## src/ddc_pkg.sv

```systemverilog
// shared constants for the drive control signalling block
package ddc_pkg;
  localparam int          CLK_HZ          = 50000000;
  // step pulse low time and direction setup, in ns
  localparam int          STEP_LOW_NS     = 1000;
  localparam int          DIR_SETUP_NS    = 1000;
  localparam int          STEP_LOW_CYC    = (STEP_LOW_NS * (CLK_HZ / 1000000) + 999) / 1000;
  localparam int          DIR_SETUP_CYC   = (DIR_SETUP_NS * (CLK_HZ / 1000000) + 999) / 1000;
  localparam logic [7:0]  STEP_LOW_CNT    = 8'(STEP_LOW_CYC);
  localparam logic [7:0]  DIR_SETUP_CNT   = 8'(DIR_SETUP_CYC);
  // floppy track zones
  localparam logic [6:0]  RWC_TRK_LO      = 7'h2B;
  localparam logic [6:0]  ARC_TRK_LO      = 7'h3C;
  localparam logic [6:0]  FLOPPY_TRK_HI   = 7'h4C;
  // drive class from which the shared line is head bit 3
  localparam logic [3:0]  HEAD3_CLASS_MIN = 4'h5;
  localparam int          FIFO_WIDTH      = 1;
  localparam int          FIFO_DEPTH      = 4;
  typedef enum logic [1:0] {DDC_ST_IDLE, DDC_ST_SETUP, DDC_ST_LOW, DDC_ST_GAP} ddc_step_t;
endpackage

```

## src/ddc_fifo.sv

```systemverilog
// small flip-flop fifo with valid/ready on both sides
`timescale 1ns/10ps
module ddc_fifo #(
  parameter int WIDTH = 1,
  parameter int DEPTH = 4
) (
  input  wire logic             clk,
  input  wire logic             sys_rst,
  input  wire logic [WIDTH-1:0] in_data,
  input  wire logic             in_valid,
  output logic                  in_ready,
  output logic [WIDTH-1:0]      out_data,
  output logic                  out_valid,
  input  wire logic             out_ready
);
  localparam int AW = $clog2(DEPTH);
  logic [WIDTH-1:0] mem_ff [DEPTH];
  logic [AW-1:0]    wr_ff;
  logic [AW-1:0]    rd_ff;
  logic [AW:0]      cnt_ff;
  logic [AW:0]      nxt_cnt;
  logic             push;
  logic             pop;

  assign push      = in_valid && in_ready;
  assign pop       = out_valid && out_ready;
  assign out_valid = (cnt_ff != '0);
  assign out_data  = mem_ff[rd_ff];

  // next fill count; ready is registered from it so the pin leaves a flop
  always_comb begin
    nxt_cnt = cnt_ff;
    if (push && !pop) begin
      nxt_cnt = cnt_ff + 1'b1;
    end else if (pop && !push) begin
      nxt_cnt = cnt_ff - 1'b1;
    end
  end

  // storage, written by index
  always_ff @(posedge clk) begin
    if (push) begin
      mem_ff[wr_ff] <= in_data;
    end
  end

  // pointers and fill count
  always_ff @(posedge clk or posedge sys_rst) begin
    if (sys_rst) begin
      wr_ff  <= '0;
      rd_ff  <= '0;
      cnt_ff   <= '0;
      in_ready <= 1'b1;
    end else begin
      if (push) begin
        wr_ff <= (wr_ff == AW'(DEPTH-1)) ? '0 : wr_ff + 1'b1;
      end
      if (pop) begin
        rd_ff <= (rd_ff == AW'(DEPTH-1)) ? '0 : rd_ff + 1'b1;
      end
      cnt_ff   <= nxt_cnt;
      in_ready <= (nxt_cnt != (AW+1)'(DEPTH));
    end
  end
endmodule

```

## src/ddc_ctrl.sv

```systemverilog
// drive control signalling: hard disk and floppy control lines, step, write serialiser
// How it works
// - hard head number on active-low lines; top line shared with low current
// - shared hard line low requests lower write current
// - hard write gate low only to write; high allows read and stepping
// - hard drive usable only when ready and seek done both low
// - each step moves heads one track; direction low means inward
// - at most one of two drive selects active
// - floppy write to tracks 43-76 drives reduce current low
// - floppy read of tracks 60-76 drives read compensation low
// - side select low accesses side 1, high side 0
// - head load low loads heads if door closed
// - each falling write-data edge writes one bit under write gate
// - floppy write gate low enables writing, high enables reading
// - raw read data transitions; controller separates clock and data
// - data port select low connects drive to differential data
`timescale 1ns/10ps
module ddc_ctrl (
  input  wire logic       clk,
  input  wire logic       sys_rst,
  // controller-side commands
  input  wire logic       sel_floppy,
  input  wire logic       drive_sel_valid,
  input  wire logic       drive_sel_b,
  input  wire logic [3:0] head_num,
  input  wire logic [3:0] drive_class,
  input  wire logic [6:0] track_num,
  input  wire logic       side_one,
  input  wire logic       head_load,
  input  wire logic       write_mode,
  input  wire logic       step_req,
  input  wire logic       step_inward,
  input  wire logic       wr_bit,
  input  wire logic       wr_bit_valid,
  input  wire logic       bit_tick,
  // drive status pins, asynchronous
  input  wire logic       seek_done_n,
  input  wire logic       at_track_zero_n,
  input  wire logic       write_fault_n,
  input  wire logic       index_n,
  input  wire logic       ready_n,
  input  wire logic       media_changed_n,
  input  wire logic       write_protect_n,
  input  wire logic       read_data_n,
  // drive control pins
  output logic            head_bit3_or_low_current,
  output logic            head_bit2,
  output logic            head_bit1,
  output logic            head_bit0,
  output logic            write_gate_n,
  output logic            drive_select_a_n,
  output logic            drive_select_b_n,
  output logic            step_n,
  output logic            step_direction_n,
  output logic            side_select_n,
  output logic            head_load_n,
  output logic            write_data_n,
  output logic            data_port_select_a_n,
  output logic            data_port_select_b_n,
  // status back to the controller
  output logic            wr_bit_ready,
  output logic            step_busy,
  output logic            hard_ready,
  output logic            track_zero,
  output logic            write_fault,
  output logic            index_pulse,
  output logic            floppy_ready,
  output logic            media_changed,
  output logic            write_protected,
  output logic            read_edge
);

  ////////////////////////////////////////////////////////////////////////////
  // input synchronisers
  logic [7:0] sync1_ff;
  logic [7:0] sync2_ff;
  logic       idx_prev_ff;
  logic       rd_prev_ff;

  // two flops per pin; only the second stage is read
  always_ff @(posedge clk or posedge sys_rst) begin
    if (sys_rst) begin
      sync1_ff <= 8'hFF;
      sync2_ff <= 8'hFF;
    end else begin
      sync1_ff <= {read_data_n, write_protect_n, media_changed_n, ready_n,
                   index_n, write_fault_n, at_track_zero_n, seek_done_n};
      sync2_ff <= sync1_ff;
    end
  end

  // edge memories for index and raw read data
  always_ff @(posedge clk or posedge sys_rst) begin
    if (sys_rst) begin
      idx_prev_ff <= 1'b1;
      rd_prev_ff  <= 1'b1;
    end else begin
      idx_prev_ff <= sync2_ff[3];
      rd_prev_ff  <= sync2_ff[7];
    end
  end

  ////////////////////////////////////////////////////////////////////////////
  // status outputs, registered
  // hard drive readiness
  always_ff @(posedge clk or posedge sys_rst) begin
    if (sys_rst) begin
      hard_ready      <= 1'b0;
      track_zero      <= 1'b0;
      write_fault     <= 1'b0;
      index_pulse     <= 1'b0;
      floppy_ready    <= 1'b0;
      media_changed   <= 1'b0;
      write_protected <= 1'b0;
      read_edge       <= 1'b0;
    end else begin
      hard_ready      <= !sel_floppy && !sync2_ff[4] && !sync2_ff[0];
      track_zero      <= !sync2_ff[1];
      write_fault     <= !sync2_ff[2];
      // one pulse per falling index edge
      index_pulse     <= idx_prev_ff && !sync2_ff[3];
      floppy_ready    <= sel_floppy && !sync2_ff[4];
      media_changed   <= !sync2_ff[5];
      write_protected <= !sync2_ff[6];
      // raw falling edges handed on unseparated
      read_edge       <= rd_prev_ff && !sync2_ff[7] && write_gate_n;
    end
  end

  ////////////////////////////////////////////////////////////////////////////
  // selection and head lines
  function automatic logic in_zone(input logic [6:0] trk, input logic [6:0] lo);
    in_zone = (trk >= lo) && (trk <= ddc_pkg::FLOPPY_TRK_HI);
  endfunction

  logic gate_on;
  assign gate_on = write_mode;

  logic shared_line;
  // shared top line: head bit 3, reduce current or read compensation
  always_comb begin
    if (sel_floppy) begin
      shared_line = write_mode ? !in_zone(track_num, ddc_pkg::RWC_TRK_LO)
                               : !in_zone(track_num, ddc_pkg::ARC_TRK_LO);
    end else if (drive_class >= ddc_pkg::HEAD3_CLASS_MIN) begin
      shared_line = !head_num[3];
    end else begin
      shared_line = !write_mode;
    end
  end

  // control pins, all registered; selects never both low
  always_ff @(posedge clk or posedge sys_rst) begin
    if (sys_rst) begin
      head_bit3_or_low_current <= 1'b1;
      head_bit2                <= 1'b1;
      head_bit1                <= 1'b1;
      head_bit0                <= 1'b1;
      drive_select_a_n         <= 1'b1;
      drive_select_b_n         <= 1'b1;
      data_port_select_a_n     <= 1'b1;
      data_port_select_b_n     <= 1'b1;
      side_select_n            <= 1'b1;
      head_load_n              <= 1'b1;
      write_gate_n             <= 1'b1;
    end else begin
      head_bit3_or_low_current <= shared_line;
      head_bit2                <= !head_num[2];
      head_bit1                <= !head_num[1];
      head_bit0                <= !head_num[0];
      drive_select_a_n         <= !(drive_sel_valid && !drive_sel_b);
      drive_select_b_n         <= !(drive_sel_valid && drive_sel_b);
      // data port follows hard drive select
      data_port_select_a_n     <= !(drive_sel_valid && !drive_sel_b && !sel_floppy);
      data_port_select_b_n     <= !(drive_sel_valid && drive_sel_b && !sel_floppy);
      side_select_n            <= !(sel_floppy && side_one);
      head_load_n              <= !(sel_floppy && head_load);
      // gate low only while writing and idle stepper
      // floppy gate selects write over read
      write_gate_n             <= !(gate_on && drive_sel_valid && !step_busy);
    end
  end

  ////////////////////////////////////////////////////////////////////////////
  // stepper: direction, setup, pulse, recovery
  ddc_pkg::ddc_step_t st_ff;
  logic [7:0]         stcnt_ff;

  // direction first, never with gate active
  always_ff @(posedge clk or posedge sys_rst) begin
    if (sys_rst) begin
      st_ff            <= ddc_pkg::DDC_ST_IDLE;
      stcnt_ff         <= 8'h00;
      step_n           <= 1'b1;
      step_direction_n <= 1'b1;
      step_busy        <= 1'b0;
    end else begin
      case (st_ff)
        ddc_pkg::DDC_ST_IDLE: begin
          if (step_req && write_gate_n && !write_mode) begin
            step_direction_n <= !step_inward;
            stcnt_ff         <= ddc_pkg::DIR_SETUP_CNT;
            step_busy        <= 1'b1;
            st_ff            <= ddc_pkg::DDC_ST_SETUP;
          end
        end
        ddc_pkg::DDC_ST_SETUP: begin
          if (stcnt_ff <= 8'h01) begin
            step_n   <= 1'b0;
            stcnt_ff <= ddc_pkg::STEP_LOW_CNT;
            st_ff    <= ddc_pkg::DDC_ST_LOW;
          end else begin
            stcnt_ff <= stcnt_ff - 8'h01;
          end
        end
        ddc_pkg::DDC_ST_LOW: begin
          if (stcnt_ff <= 8'h01) begin
            step_n   <= 1'b1;
            stcnt_ff <= ddc_pkg::STEP_LOW_CNT;
            st_ff    <= ddc_pkg::DDC_ST_GAP;
          end else begin
            stcnt_ff <= stcnt_ff - 8'h01;
          end
        end
        default: begin
          // recovery gap so back-to-back steps stay separate pulses
          if (stcnt_ff <= 8'h01) begin
            step_busy <= 1'b0;
            st_ff     <= ddc_pkg::DDC_ST_IDLE;
          end else begin
            stcnt_ff <= stcnt_ff - 8'h01;
          end
        end
      endcase
    end
  end

  ////////////////////////////////////////////////////////////////////////////
  // write data path: bits buffered, one bit per bit_tick
  logic fifo_bit;
  logic fifo_valid;
  logic take_bit;
  logic low_phase_ff;

  ddc_fifo #(
    .WIDTH (ddc_pkg::FIFO_WIDTH),
    .DEPTH (ddc_pkg::FIFO_DEPTH)
  ) u_fifo (
    .clk       (clk),
    .sys_rst   (sys_rst),
    .in_data   (wr_bit),
    .in_valid  (wr_bit_valid),
    .in_ready  (wr_bit_ready),
    .out_data  (fifo_bit),
    .out_valid (fifo_valid),
    .out_ready (take_bit)
  );

  // drain only while the gate is low and stays low, so no edge meets a rising gate
  assign take_bit = bit_tick && !write_gate_n && gate_on && drive_sel_valid && !low_phase_ff;

  // a one bit gives one falling edge, back high next cycle
  always_ff @(posedge clk or posedge sys_rst) begin
    if (sys_rst) begin
      write_data_n <= 1'b1;
      low_phase_ff <= 1'b0;
    end else if (low_phase_ff || write_gate_n) begin
      write_data_n <= 1'b1;
      low_phase_ff <= 1'b0;
    end else if (take_bit && fifo_valid && fifo_bit) begin
      write_data_n <= 1'b0;
      low_phase_ff <= 1'b1;
    end
  end

  ////////////////////////////////////////////////////////////////////////////
  // checks
  AST_SEL_EXCL: assert property (@(posedge clk) disable iff (sys_rst)
    !(!drive_select_a_n && !drive_select_b_n))
    else $error("both drive selects active");

  AST_NO_STEP_WG: assert property (@(posedge clk) disable iff (sys_rst)
    !step_n |-> write_gate_n)
    else $error("step pulse with write gate active");

  AST_DIR_HELD: assert property (@(posedge clk) disable iff (sys_rst)
    !step_n |-> $stable(step_direction_n))
    else $error("direction changed during step");

  AST_WD_GATED: assert property (@(posedge clk) disable iff (sys_rst)
    $fell(write_data_n) |-> !write_gate_n)
    else $error("write data edge without gate");

  AST_WD_SHORT: assert property (@(posedge clk) disable iff (sys_rst)
    !write_data_n |=> write_data_n)
    else $error("write data low too long");

  AST_HARD_RDY: assert property (@(posedge clk) disable iff (sys_rst)
    hard_ready |-> $past(!sync2_ff[4] && !sync2_ff[0]))
    else $error("hard ready without ready and seek done");

  AST_SIDE: assert property (@(posedge clk) disable iff (sys_rst)
    $past(sel_floppy && side_one) |-> !side_select_n)
    else $error("side one not selected");

  AST_RWC_ZONE: assert property (@(posedge clk) disable iff (sys_rst)
    $past(sel_floppy && write_mode && track_num >= ddc_pkg::RWC_TRK_LO && track_num <= ddc_pkg::FLOPPY_TRK_HI)
      |-> !head_bit3_or_low_current)
    else $error("reduce current missing in zone");

  AST_ARC_ZONE: assert property (@(posedge clk) disable iff (sys_rst)
    $past(sel_floppy && !write_mode && track_num < ddc_pkg::ARC_TRK_LO) |-> head_bit3_or_low_current)
    else $error("read compensation outside zone");

  AST_WG_MODE: assert property (@(posedge clk) disable iff (sys_rst)
    !write_gate_n |-> $past(write_mode))
    else $error("write gate without write mode");

  AST_LOWCUR: assert property (@(posedge clk) disable iff (sys_rst)
    $past(!sel_floppy && write_mode && drive_class < ddc_pkg::HEAD3_CLASS_MIN) |-> !head_bit3_or_low_current)
    else $error("low current not requested");

  AST_HEAD: assert property (@(posedge clk) disable iff (sys_rst)
    head_bit0 == !$past(head_num[0]))
    else $error("head bit 0 wrong");

  AST_DPS: assert property (@(posedge clk) disable iff (sys_rst)
    !data_port_select_a_n |-> !drive_select_a_n)
    else $error("data port without drive select");

  AST_HL: assert property (@(posedge clk) disable iff (sys_rst)
    $past(sel_floppy && head_load) |-> !head_load_n)
    else $error("head load not driven");
endmodule

```

## config.mk

```make
export PLATFORM = sky130hd
export DESIGN_NAME = ddc_ctrl
export DESIGN_NICKNAME = d
export VERILOG_FILES = /design/src/ddc_pkg.sv /design/src/ddc_fifo.sv /design/src/ddc_ctrl.sv
export SDC_FILE = /design/constraint.sdc
export NUM_CORES = 1
export LEC_CHECK = 0
export ABC_AREA = 1
export BUFFER_PORTS_ARGS = -buffer_cell sky130_fd_sc_hd__buf_2
export CORE_MARGIN = 5
export CORE_UTILIZATION = 53
export CTS_CLUSTER_DIAMETER = 50
export CTS_CLUSTER_SIZE = 20
export DETAILED_ROUTE_END_ITERATION = 10
export HOLD_SLACK_MARGIN = 0.05
export PLACE_DENSITY = 0.78
export SLEW_MARGIN = 20
export SYNTH_ARGS = -nofsm -noshare
export SYNTH_HDL_FRONTEND = slang
export SYNTH_SLANG_ARGS = --single-unit
export TNS_END_PERCENT = 20
```

## constraint.sdc

```tcl
create_clock -name clk -period 2.35 [get_ports clk]
set_clock_uncertainty 0.1 [all_clocks]
set_input_delay 0.235 -clock clk [delete_from_list [all_inputs] [get_ports clk]]
set_output_delay 0.235 -clock clk [all_outputs]
set_load 0.02 [all_outputs]
```

### After elaboration in Yosys (flattened, before gate mapping)

Memory sizes are Yosys's and may differ from the RTL's.
Cells that the tools add are included.
W data, S select, Z words.

* flip-flop bits (word level): 60
* latch bits: 0
* bits in writable memories: 4
* ROM bits: 0
* input port bits: 36
* output and inout port bits: 24
* logic and storage cells: 151
* memories kept: 1

* add/subtract/negate cells: 5
* $mul: 0
* div/mod/pow operators: 0
* order comparisons: 5
* equal/unequal tests: 9
* shift operators: 0
* muxes and demuxes: 27
* bitwise operators: 1
* reductions and logical operators: 69

Memory list
* u_fifo.mem_ff: words 4, width 1, rd ports 1, clocked after memory_dff 0, wr ports 1, line ddc_fifo.sv:17 `logic [WIDTH-1:0] mem_ff [DEPTH];`

Operator list (count)
* $logic_not A1 Y1: 30
* $logic_and A1 B1 Y1: 27
* $mux W8: 3
* $pmux W8 S2: 1
* $ge A7 B6 Y1 const B: 2
* $mux W1: 12
* $mux W2: 6
* $le A8 B1 Y1 const B: 1
* $sub A8 B1 Y8 const B: 1
* $le A7 B7 Y1 const B: 1
* $eq A2 B2 Y1 const B: 3
* $mux W3: 2
* $ne A2 B2 Y1 const B: 3
* $pmux W2 S3: 1
* $reduce_and A3 Y1: 2
* $reduce_bool A2 Y1: 3
* $add A2 B1 Y2 const B: 2
* $ge A4 B3 Y1 const B: 1
* $pmux W1 S2: 2
* $reduce_and A2 Y1: 2
* $reduce_and A4 Y1: 1
* $add A3 B1 Y3 const B: 1
* $ne A3 B2 Y1 const B: 1
* $ne A3 B3 Y1 const B: 1
* other kinds (7): 7

### Depth between registers and ports, before layout

Gate-level depths: netlist (run 1).

* depth in word-level cells: 10
* depth in mapped cells: 11
* gate-level depth less buffers: 11

### Modules after synthesis

Synthesis (run 1) repeated with hierarchy kept, for this count alone.

* cell total of the unflattened synthesis: 275
* area total of the unflattened synthesis: 2775.2 um^2

Modules (own cells, without submodules)
* ddc_ctrl: instances 1, cells an instance 198, area an instance 2062.0 um^2, sequential area each 1341.3 um^2
* ddc_fifo: instances 1, cells an instance 77, area an instance 713.2 um^2, sequential area each 321.6 um^2

### Worst setup path after synthesis (run 1)

No wires, ideal clock.

* path type: register to register
* start point: register stcnt_ff[0]
* end point: register stcnt_ff[6]
* library setup time: 0.119 ns
* data arrival time: 1.386 ns
* data required time: 2.131 ns
* path slack: 0.745 ns
* stages on the path, launching flop included: 11
* buffers on the path: 1
* clock period less this slack: 1.605 ns
* path through: dfrtp_1 > inv_1 > ha_1 > nor2_1 > nor2_1 > nand3_1 > nand2_2 > nand2_4 > buf_6 > a21oi_1 > nor2_1

* word-level cells in the longest chain between the ends: 3
* elaborated cells between the ends (all ways): 7
* those cells by class: add/sub: 1; order compare: 1; eq/ne: 1; mux: 3; reduce/logical: 1

Ends and longest elaborated chain
* start, declared: line ddc_ctrl.sv:187 `logic [7:0] stcnt_ff;`
* start signal, assigned: line ddc_ctrl.sv:202 `stcnt_ff <= ddc_pkg::DIR_SETUP_CNT;`
* start signal, assigned: line ddc_ctrl.sv:210 `stcnt_ff <= ddc_pkg::STEP_LOW_CNT;`
* start signal, assigned: line ddc_ctrl.sv:213 `stcnt_ff <= stcnt_ff - 8'h01;`
* $sub A8 B1 Y8 / $le A8 B1 Y1 (equally long branches)
* $mux W8 (tied with other cells): line ddc_ctrl.sv:227 `if (stcnt_ff <= 8'h01) begin`
* $pmux W8 S2 / $reduce_and A2 Y1 (equally long branches)

Several ways; a longest one is shown, not always the timed one. The select of a mux whose other input is x is not followed.
A chain may end at the register's enable or synchronous reset.

### Final worst setup path (run 1)

* start point: register stcnt_ff[0]
* end point: register stcnt_ff[3]

Same word-level chain as after synthesis.

==> flow_metrics.py, run 1 <==
metrics = {
    "run_status": {
        "status": "finished clean",
    },
    "setup_path": {
        "path_class": "reg -> reg",
        "max_stage_delay_ns": 0.41,
        "rr_startpoint": "stcnt_ff[0]$_DFFE_PP0P_",
        "slowest_stage": "dfrtp_1",
        "crit_required_ns": 2.53,
        "path_common_cell": "nor2_1",
        "arrival_ns": 1.98,
        "r2r_cells": 10,
        "start_kind": "register",
        "crit_path_end_kind": "register",
        "reg2reg_slack_ns": 0.55,
        "reg2reg_to": "stcnt_ff[3]$_DFFE_PP0P_",
        "cp_max_fo": 16,
        "path_cells": "inv_1, ha_1, nor2_1, nor2_1, nand3_1, nand2_2, nand2_4, nand2_1, nand2_1, nor2_1",
    },
    "timing": {
        "timing_hold_violations_final": 0,
        "fin_crit_sh_pct": 76.6,
        "clock.fmax_mhz": 556,
        "tightest_slew_ns": 0.379,
        "slew_headroom_pct": 74.5,
        "drv_slew": 0,
        "timing.hold.ws_ns": 0.0642,
        "worst_slack_ns": 0.550,
        "finalSetupViolCount": 0,
        "fin_setup_tns_ns": 0,
        "rsz0062_at_grt": "no",
        "fin_crit_ns": 1.80,
    },
    "detailed_routing": {
        "num_vias": 2058,
        "drt-vias-per-instance": 4.68,
        "route.detailed.drc": 0,
        "drt_iter0_drc": 60,
        "ant_nets": 0,
        "finalWirelength_microns": 5400,
        "wl_per_cell_microns": 12.3,
        "first_pass_iters": 4,
    },
    "placed_design": {
        "dp_hpwl_microns": 3680,
        "place.gp.congestion": 0.869,
        "place_ws_ns": 0.598,
        "io_buffers": 59,
        "place_area_sq_um": 3140,
    },
    "logic_synthesis": {
        "ys_ff_latch": 64,
        "syn-cell-area_sq_um": 2750,
        "synth_top_area_share_pct": 31.6,
        "syn_nets": 322,
        "synth_cell_types": 26,
        "syn-instance-count": 272,
        "syn_area_per_cell_sq_um": 10.1,
        "yosys_warnings": 0,
        "yosys-top-cells-area": "dfstp_2, dfrtp_1, ha_1",
        "yosysSeqAreaShare_pct": 60.5,
        "yosys.area.top_type": "dfstp_2",
    },
    "die": {
        "die_w_microns": 82,
        "fp.dieH_microns": 82,
        "core_area_sq_um": 5070,
        "rows": 26,
        "die-area_sq_um": 6720,
        "start_util_pct": 54.1,
        "num_io_pins": 60,
    },
    "worst_hold_path": {
        "min_from": "track_num[6]",
        "min_delay_path_depth": 4,
        "hold_path_class": "in -> reg",
        "min_to": "head_bit3_or_low_current$_DFF_PP1_",
    },
    "clock_tree": {
        "cts_setup_buffers": 0,
        "cts_buffers": 9,
        "clk_pin_slew_worst_paths_ns": 0.07,
        "clock_sinks": 64,
        "clockBufferDepth": 2,
        "cts_tree": "built",
        "insertion_delay_ns": 0.34,
        "cts-root-buf": "clkbuf_8",
        "cts_htree_levels": 3,
    },
    "global_route": {
        "grt_pass1_wl_microns": 9100,
        "grt_max_degree": 48,
        "grt_pass1_vias": 2084,
        "grt_util_all_layers_pct": 18.3,
        "antenna_found_initial": 0,
        "grt_remaining_overflow": 0,
    },
    "pwr": {
        "vdd_drop_max_uv": 588,
        "p_per_area_nw_per_um2": 1080,
        "p_leak_nw": 1.79,
    },
    "cells_and_area": {
        "design_area_sq_um": 3570,
        "drive_gt1_share_pct": 34.1,
        "final_nets": 415,
        "n_antenna_cell": 0,
        "syn_to_final_growth_pct": 30.1,
    },
    "run": {
        "drv_cap": 0,
    },
}
==> per-layer routing <==
layer | global-route usage (%) | vias to the layer above | wire length [microns]
li1 | - | 1046 | -
met1 | 21.1 | 938 | 2310
met3 | 6.14 | 13 | 329
met2 | 30.7 | 61 | 2640
met4 | 8.14 | 0 | 119
met5 | 0 | - | 0
==> layout by cell type, fill, tap and decap left out, types with 2 or more instances in the layout <==
| cell | n |
|---|---|
| o21ai_0 | 24 |
| buf_2 | 59 |
| nor2_1 | 26 |
| nor2_2 | 2 |
| nand3_2 | 2 |
| nor3_1 | 4 |
| dlygate4sd3_1 | 23 |
| nand2_1 | 46 |
| dfrtp_1 | 27 |
| dfstp_2 | 33 |
| clkinv_2 | 2 |
| nand2_2 | 6 |
| edfxtp_1 | 4 |
| ha_1 | 14 |
| a21oi_1 | 7 |
| nand3b_1 | 2 |
| nand2_4 | 2 |
| nand3_1 | 17 |
| inv_1 | 44 |
| o21ai_1 | 2 |
| clkbuf_8 | 11 |
==> power breakdown <==
group          switching [mW]  internal [mW]
registers               0.174           1.38
logic                   0.858          0.492
clock network           0.422          0.544
total                    1.45           2.41
==> cell usage after synthesis <==
| cell | n |
|---|---|
| a21boi_0 | 1 |
| a21boi_2 | 1 |
| a21oi_1 | 7 |
| a22o_1 | 1 |
| buf_6 | 1 |
| dfrtp_1 | 27 |
| dfstp_2 | 33 |
| edfxtp_1 | 4 |
| ha_1 | 14 |
| inv_1 | 45 |
| nand2_1 | 46 |
| nand2_2 | 6 |
| nand2_4 | 2 |
| nand3_1 | 17 |
| nand3_2 | 2 |
| nand3b_1 | 2 |
| nand4_1 | 1 |
| nand4_2 | 1 |
| nor2_1 | 26 |
| nor2_2 | 2 |
| nor2_4 | 1 |
| nor3_1 | 4 |
| o21ai_0 | 24 |
| o21ai_1 | 2 |
| o21ai_4 | 1 |
| o21bai_1 | 1 |
==> through the flow <==
step | power [mW] | cells | util (%)
global route | 4.18 | 440 | 70.4
global placement | 2.81 | 401 | 61.9
finish | 3.87 | 440 | 70.4
CTS | 3.88 | 440 | 70.4
floorplan | 2.56 | 272 | -
detailed placement | 2.87 | 401 | 61.9
==> cell families after synthesis <==
kind of cell               Yosys count  share of synthesized area [%]
buffers and inverters               46                           6.56
and+or+nand+nor                    110                           18.7
AOI/OAI and AO/OA                   38                           7.88
DFF                                 64                           60.5
adders and majority gates           14                           6.38
==> flip-flops by register name, indices dropped and copies added (netlist names), 2 cells and up <==
signal	flops
u_fifo.cnt_ff	3
st_ff	2
u_fifo.mem_ff	4
sync2_ff	8
u_fifo.rd_ff	2
sync1_ff	8
u_fifo.wr_ff	2
stcnt_ff	8
==> cell type report <==
cell class,count,area [sq um]
flip-flops and latches,64,1660
fillers,419,1500
multi-input cells,162,905
repair buffers,83,546
inverters,45,169
clock buffers,11,151
well taps,70,87.6
clock inverters,5,53.8
==> repair_timing <==
action | 4_1_cts | 5_1_grt
hold buffers | 23 | 0
gates resized for setup | 0 | 0
hold endpoints to repair | 37 | 0
==> worst max path at each step <==
stage	from	to	slack, ns	depth (start not counted)
2_1_floorplan	sys_rst	floppy_ready$_DFF_PP0_	0.58	1
3_3_place_gp	stcnt_ff[0]$_DFFE_PP0P_	stcnt_ff[7]$_DFFE_PP0P_	0.69	9
3_5_place_dp	stcnt_ff[0]$_DFFE_PP0P_	stcnt_ff[7]$_DFFE_PP0P_	0.60	10
4_1_cts	stcnt_ff[0]$_DFFE_PP0P_	stcnt_ff[3]$_DFFE_PP0P_	0.57	10
5_1_grt	stcnt_ff[0]$_DFFE_PP0P_	stcnt_ff[7]$_DFFE_PP0P_	0.34	10
6_report	stcnt_ff[0]$_DFFE_PP0P_	stcnt_ff[3]$_DFFE_PP0P_	0.55	10
==> critical path, delay by kind of cell, from the launching register on <==
kind                       cells  cell delay (ns)
and+or+nand+nor                8             0.87
adders and majority gates      1             0.24
DFF                            1             0.41
buffers and inverters          1             0.11
Power figures use the tool's default switching activity.
==> inputs of run 2 (changes only) <==
--- a/config.mk
+++ b/config.mk
@@ -8,12 +8,12 @@
 export ABC_AREA = 1
 export BUFFER_PORTS_ARGS = -buffer_cell sky130_fd_sc_hd__buf_2
 export CORE_MARGIN = 5
-export CORE_UTILIZATION = 53
+export CORE_UTILIZATION = 48
 export CTS_CLUSTER_DIAMETER = 50
 export CTS_CLUSTER_SIZE = 20
 export DETAILED_ROUTE_END_ITERATION = 10
 export HOLD_SLACK_MARGIN = 0.05
-export PLACE_DENSITY = 0.78
+export PLACE_DENSITY = 0.75
 export SLEW_MARGIN = 20
 export SYNTH_ARGS = -nofsm -noshare
 export SYNTH_HDL_FRONTEND = slang
==> constraint.sdc (replaced) <==
create_clock -name clk -period 1.5 [get_ports clk]
set_clock_uncertainty 0.1 [all_clocks]
set_input_delay 0.15 -clock clk [delete_from_list [all_inputs] [get_ports clk]]
set_output_delay 0.15 -clock clk [all_outputs]
set_load 0.02 [all_outputs]
==> run 2 against run 1 <==
  * The flow now finishes with violations (negative setup slack)
  * Total power grew 81%
  * Setup slack lost 0.64 ns
  * Utilization grew 0.86 points
  * Routed wire length grew 12%
  * Hold slack gained 0.11 ns
  * Final cell count grew 6.6%
  * Combinational power grew 130%
  * Via count grew 9.4%
  * Register-to-register slack lost 0.64 ns
  * Clock-buffer cell count is the same
  * First-iteration DRC count grew 70%
  * Critical endpoint is now step_busy$_DFFE_PP0P_
==> flow_metrics.py, run 2 (synthesized netlist as in run 1, its figures left out) <==
metrics = {
    "cells_and_area": {
        "post-route-util_pct": 71.3,
        "drive_gt1_share_pct": 44.1,
        "final_nets": 442,
        "design_area_sq_um": 3950,
        "syn_to_final_growth_pct": 43.8,
        "layout_commonest_cell": "buf_2",
        "layout_common_cells": "buf_2, nand2_1, inv_1, dfstp_2",
        "fin_cells": 469,
        "n_antenna_cell": 0,
        "fillCellCount": 389,
        "largest_registers": "stcnt_ff x8, sync1_ff x8, sync2_ff x8",
    },
    "placed_design": {
        "io_buffers": 59,
        "place_area_sq_um": 3310,
        "dp_hpwl_microns": 4050,
        "place.gp.congestion": 0.850,
        "placed_cells": 423,
    },
    "timing": {
        "clock.fmax_mhz": 630,
        "timing_hold_violations_final": 0,
        "finalSetupViolCount": 13,
        "fin_setup_tns_ns": -0.606,
        "fin_crit_ns": 1.59,
        "worst_slack_ns": -0.0861,
        "slew_headroom_pct": 71.6,
        "tightest_slew_ns": 0.425,
        "drv_slew": 0,
        "rsz0062_at_grt": "yes",
        "fin_crit_sh_pct": 106,
    },
    "detailed_routing": {
        "num_vias": 2252,
        "ant_nets": 0,
        "drt_iter0_drc": 102,
        "drt-vias-per-instance": 4.80,
        "finalWirelength_microns": 6060,
        "first_pass_iters": 4,
        "route.detailed.drc": 0,
        "wl_per_cell_microns": 12.9,
    },
    "setup_path": {
        "path_class": "reg -> reg",
        "crit_required_ns": 1.61,
        "arrival_ns": 1.69,
        "cp_max_fo": 4,
        "r2r_cells": 9,
        "crit_path_end_kind": "register",
        "start_kind": "register",
    },
    "global_route": {
        "antenna_found_initial": 0,
        "grt_remaining_overflow": 0,
        "grt_pass1_vias": 2230,
        "grt_max_degree": 25,
        "grt_pass1_wl_microns": 9810,
        "grt_util_all_layers_pct": 17.0,
    },
    "worst_hold_path": {
        "hold_path_class": "in -> reg",
        "min_delay_path_depth": 3,
    },
    "clock_tree": {
        "cts_htree_levels": 3,
        "clockBufferDepth": 2,
        "clk_pin_slew_worst_paths_ns": 0.07,
        "cts_buffers": 9,
        "insertion_delay_ns": 0.33,
        "cts-root-buf": "clkbuf_8",
        "clock_sinks": 64,
        "cts_tree": "built",
    },
    "die": {
        "start_util_pct": 49.6,
        "die-area_sq_um": 7340,
        "num_io_pins": 60,
        "rows": 27,
        "die_w_microns": 85.7,
        "core_area_sq_um": 5540,
        "fp.dieH_microns": 85.7,
    },
    "run": {
        "drv_cap": 0,
    },
    "pwr": {
        "p_per_area_nw_per_um2": 1770,
        "vdd_drop_max_uv": 913,
        "p_leak_nw": 1.92,
        "power_mw": 7.01,
    },
    "run_status": {
        "status": "finished, violations left",
        "failed_checks": "negative setup slack",
    },
}
-- run 2: changes by cell type in the layout (fill, tap and decap cells not counted), sizes merged --
cell,delta
clkinvlp,+1
buf,+23
dlygate4sd3,+3
clkinv,+1
nand2,+1
inv,-2
-- run 2: timing repair --
item                                    CTS  global route
pin swaps                                 1            16
gates cloned                              0             1
hold endpoints to repair                 62             0
endpoints found under the setup margin   13            19
setup buffers                             0             3
gates resized for setup                   6            40
hold buffers                             26             0
-- run 2: path summary, 6_finish.rpt --
check | startpoint | endpoint | slack [ns]
worst min-delay path | wr_bit_valid | u_fifo.mem_ff[0]$_DFFE_PP_ | 0.18
worst max-delay path | stcnt_ff[0]$_DFFE_PP0P_ | step_busy$_DFFE_PP0P_ | -0.09
max in group asynchronous | sys_rst | head_bit3_or_low_current$_DFF_PP1_ | 0.50
worst min register to register | sync1_ff[1]$_DFF_PP1_ | sync2_ff[1]$_DFF_PP1_ | 0.26
worst max register to register | stcnt_ff[0]$_DFFE_PP0P_ | step_busy$_DFFE_PP0P_ | -0.09
min in group asynchronous | sys_rst | stcnt_ff[4]$_DFFE_PP0P_ | 0.28
-- run 2: metrics by stage --
| stage | hold WS [ns] | worst slack [ns] |
|---|---|---|
| floorplan | 0.0545 | -0.105 |
| global placement | 0.0780 | -0.0318 |
| detailed placement | 0.0816 | -0.128 |
| CTS | 0.163 | -0.101 |
| global route | 0.202 | -0.155 |
| finish | 0.175 | -0.0861 |
-- run 2: worst max-delay path, stage by stage (launching register included) --
cell     delay [ns]
dfrtp_2        0.44
inv_2          0.09
ha_4           0.15
nor2_4         0.04
nor2_4         0.10
nand2_2        0.11
o21ai_2        0.21
nand2_1        0.11
nand2_1        0.06
o21ai_1        0.06
-- run 2: final cells by class --
type | count | area [sq um] | area share [%]
Timing Repair Buffer | 109 | 763 | 19.3
Inverter | 45 | 173 | 4.37
Multi-Input combinational cell | 163 | 1060 | 26.9
Clock inverter | 5 | 56.3 | 1.43
Tap cell | 72 | 90.1 | 2.28
Sequential cell | 64 | 1660 | 42.1
Clock buffer | 11 | 141 | 3.58
-- run 2: routing by layer --
layer	wire, microns	track usage, %	up-vias	share of wire, %
met4	83	6.76	0	1.4
met5	0	0	-	0
li1	-	-	1109	-
met3	374	5.00	8	6.2
met2	3150	29.8	72	52
met1	2450	19.5	1063	40
-- run 2: where the power goes --
part           total [mW]  switching [mW]  internal (mW)
clock network        1.45           0.637          0.810
logic                3.15            1.80           1.35
registers            2.41           0.247           2.16
==> inputs of run 3 (changes only) <==
--- a/config.mk
+++ b/config.mk
@@ -8,12 +8,13 @@
 export ABC_AREA = 1
 export BUFFER_PORTS_ARGS = -buffer_cell sky130_fd_sc_hd__buf_2
 export CORE_MARGIN = 5
-export CORE_UTILIZATION = 48
+export CORE_UTILIZATION = 50
+export CTS_BUF_LIST = sky130_fd_sc_hd__clkbuf_2 sky130_fd_sc_hd__clkbuf_4 sky130_fd_sc_hd__clkbuf_8
 export CTS_CLUSTER_DIAMETER = 50
 export CTS_CLUSTER_SIZE = 20
 export DETAILED_ROUTE_END_ITERATION = 10
 export HOLD_SLACK_MARGIN = 0.05
-export PLACE_DENSITY = 0.75
+export PLACE_DENSITY = 0.77
 export SLEW_MARGIN = 20
 export SYNTH_ARGS = -nofsm -noshare
 export SYNTH_HDL_FRONTEND = slang
==> run 3 against run 2 <==
  * The run still ends with negative setup slack left
  * Clock-buffer cell count down 1
  * Non-clock buffer count increased by 5
  * First-iteration DRC count up 47%
  * Final cell count rose by 1.1%
  * Routed wire length grew 15%
  * Via count up 4.4%
  * Sequential power is essentially flat
  * Critical path depth shrank 3
  * Global-route usage rose by 3.8 points
  * Highest routed layer unchanged
==> flow_metrics.py, run 3 (synthesized netlist as in run 1, its figures left out) <==
metrics = {
    "die": {
        "fp.dieH_microns": 84.1,
        "core_area_sq_um": 5440,
        "num_io_pins": 60,
        "start_util_pct": 50.5,
        "rows": 27,
        "die_w_microns": 84.1,
        "die-area_sq_um": 7080,
    },
    "timing": {
        "rsz0062_at_grt": "yes",
        "drv_slew": 0,
        "finalSetupViolCount": 12,
        "tightest_slew_ns": 0.456,
        "fin_setup_tns_ns": -0.923,
        "clock.fmax_mhz": 609,
        "slew_headroom_pct": 69.4,
        "fin_crit_sh_pct": 109,
        "fin_crit_ns": 1.64,
        "timing.hold.ws_ns": 0.103,
        "timing_hold_violations_final": 0,
        "worst_slack_ns": -0.141,
    },
    "pwr": {
        "vdd_drop_max_uv": 1080,
        "p_sw_share_pct": 41.0,
        "net-switching-power_mw": 2.93,
        "p_leak_nw": 1.93,
        "p_clk_share_pct": 18.8,
        "p_seq_share_pct": 34.0,
        "power_mw": 7.15,
        "p_per_area_nw_per_um2": 1800,
        "power.internal_mw": 4.22,
        "combPwrFrac_pct": 47.2,
    },
    "run": {
        "drv_cap": 0,
    },
    "global_route": {
        "grt_max_degree": 33,
        "grt_pass1_wl_microns": 11500,
        "antenna_found_initial": 0,
        "grt_util_all_layers_pct": 20.8,
        "grt_pass1_vias": 2498,
        "grt_remaining_overflow": 0,
    },
    "cells_and_area": {
        "syn_to_final_growth_pct": 44.5,
        "final_nets": 447,
        "fillCellCount": 366,
        "largest_registers": "stcnt_ff x8, sync1_ff x8, sync2_ff x8",
        "layout_common_cells": "buf_2, inv_1, nand2_1, dfstp_2, buf_4",
        "n_antenna_cell": 0,
        "layout_commonest_cell": "buf_2",
        "drive_gt1_share_pct": 46.0,
    },
    "placed_design": {
        "place_ws_ns": -0.158,
        "io_buffers": 59,
        "dp_hpwl_microns": 4190,
        "place.gp.congestion": 0.849,
    },
    "detailed_routing": {
        "finalWirelength_microns": 6970,
        "num_vias": 2351,
        "drt_iter0_drc": 150,
        "route.detailed.drc": 0,
        "first_pass_iters": 4,
        "ant_nets": 0,
        "wl_per_cell_microns": 14.7,
        "drt-vias-per-instance": 4.96,
    },
    "run_status": {
        "failed_checks": "negative setup slack",
        "status": "finished, violations left",
    },
    "clock_tree": {
        "cts_htree_levels": 3,
        "clockBufferDepth": 2,
        "insertion_delay_ns": 0.34,
        "clk_pin_slew_worst_paths_ns": 0.08,
        "clock_sinks": 64,
        "cts_buffers": 9,
        "cts-root-buf": "clkbuf_8",
        "cts_tree": "built",
    },
    "worst_hold_path": {
        "min_delay_path_depth": 4,
        "hold_path_class": "in -> reg",
    },
    "setup_path": {
        "path_class": "reg -> reg",
        "r2r_cells": 6,
        "cp_max_fo": 5,
        "start_kind": "register",
        "arrival_ns": 1.78,
        "crit_required_ns": 1.64,
        "crit_path_end_kind": "register",
    },
}
==> run 3: cell count changes in the layout (fill, tap and decap cells not counted), moves of 2 or more <==
| cell | before | now |
|---|---|---|
| nand3_1 | 16 | 13 |
| clkinvlp_4 | 2 | 4 |
| nor2_1 | 24 | 22 |
| nand2_1 | 41 | 39 |
| buf_12 | 2 | 0 |
| o21ai_1 | 7 | 4 |
| buf_4 | 23 | 28 |
| o21ai_0 | 17 | 21 |
| nand3_2 | 3 | 6 |
| nand2_2 | 9 | 11 |
==> run 3: stage by stage <==
step | utilization, % | cell area (sq um) | cells
6_report | 73.0 | 3970 | 474
5_1_grt | 73.0 | 3970 | 474
4_1_cts | 71.7 | 3900 | 470
3_5_place_dp | 60.6 | 3300 | 425
3_3_place_gp | 60.6 | 3300 | 425
2_1_floorplan | - | 2750 | 272
==> run 3: final timing paths <==
path / from / to / slack [ns]
min reg2reg: sync1_ff[3]$_DFF_PP1_ / sync2_ff[3]$_DFF_PP1_ / 0.26
max in group asynchronous: sys_rst / write_data_n$_DFFE_PP1P_ / 0.64
min: drive_class[3] / head_bit3_or_low_current$_DFF_PP1_ / 0.10
max reg2reg: stcnt_ff[2]$_DFFE_PP0P_ / stcnt_ff[7]$_DFFE_PP0P_ / -0.14
max: stcnt_ff[2]$_DFFE_PP0P_ / stcnt_ff[7]$_DFFE_PP0P_ / -0.14
min in group asynchronous: sys_rst / track_zero$_DFF_PP0_ / 0.33
==> run 3: power by group through the flow <==
stage,Clock [mW],Combinational [mW],Sequential (mW)
2_1_floorplan,0,1.51,2.50
3_3_place_gp,0,2.36,2.39
3_5_place_dp,0,2.49,2.41
4_1_cts,1.37,3.00,2.40
5_1_grt,1.45,3.70,2.48
6_report,1.35,3.38,2.43
==> run 3: layout make-up <==
type | instances | area (sq um) | area share, %
sequential | 64 | 1660 | 41.9
multi-input combinational | 163 | 1090 | 27.4
timing repair buffer | 114 | 776 | 19.5
inverter | 45 | 173 | 4.35
clock buffer | 10 | 138 | 3.47
tap | 72 | 90.1 | 2.27
clock inverter | 6 | 42.5 | 1.07
==> run 3: repair_timing <==
item | CTS | global route
buffers inserted | 1 | 4
gates cloned | 1 | 0
pin swaps | 17 | 8
endpoints found under the hold margin | 53 | 0
hold buffers | 27 | 0
setup endpoints to repair | 13 | 14
resized for setup | 33 | 13
==> run 3: critical path: stages (launching register included) <==
cell and delay [ns]:
dfrtp_1 0.46, nor2_1 0.27, nand4_1 0.22, nor3_2 0.23
nand3_1 0.11, nand2_1 0.08, nor2_1 0.05
==> run 3: routing by layer <==
metal  vias up  wire length [microns]  GRT usage (%)
met2       104                   3780           37.8
met4         0                    155           9.94
met3        19                    487           6.87
li1       1110                      -              -
met5         -                      0              0
met1      1118                   2550           21.3
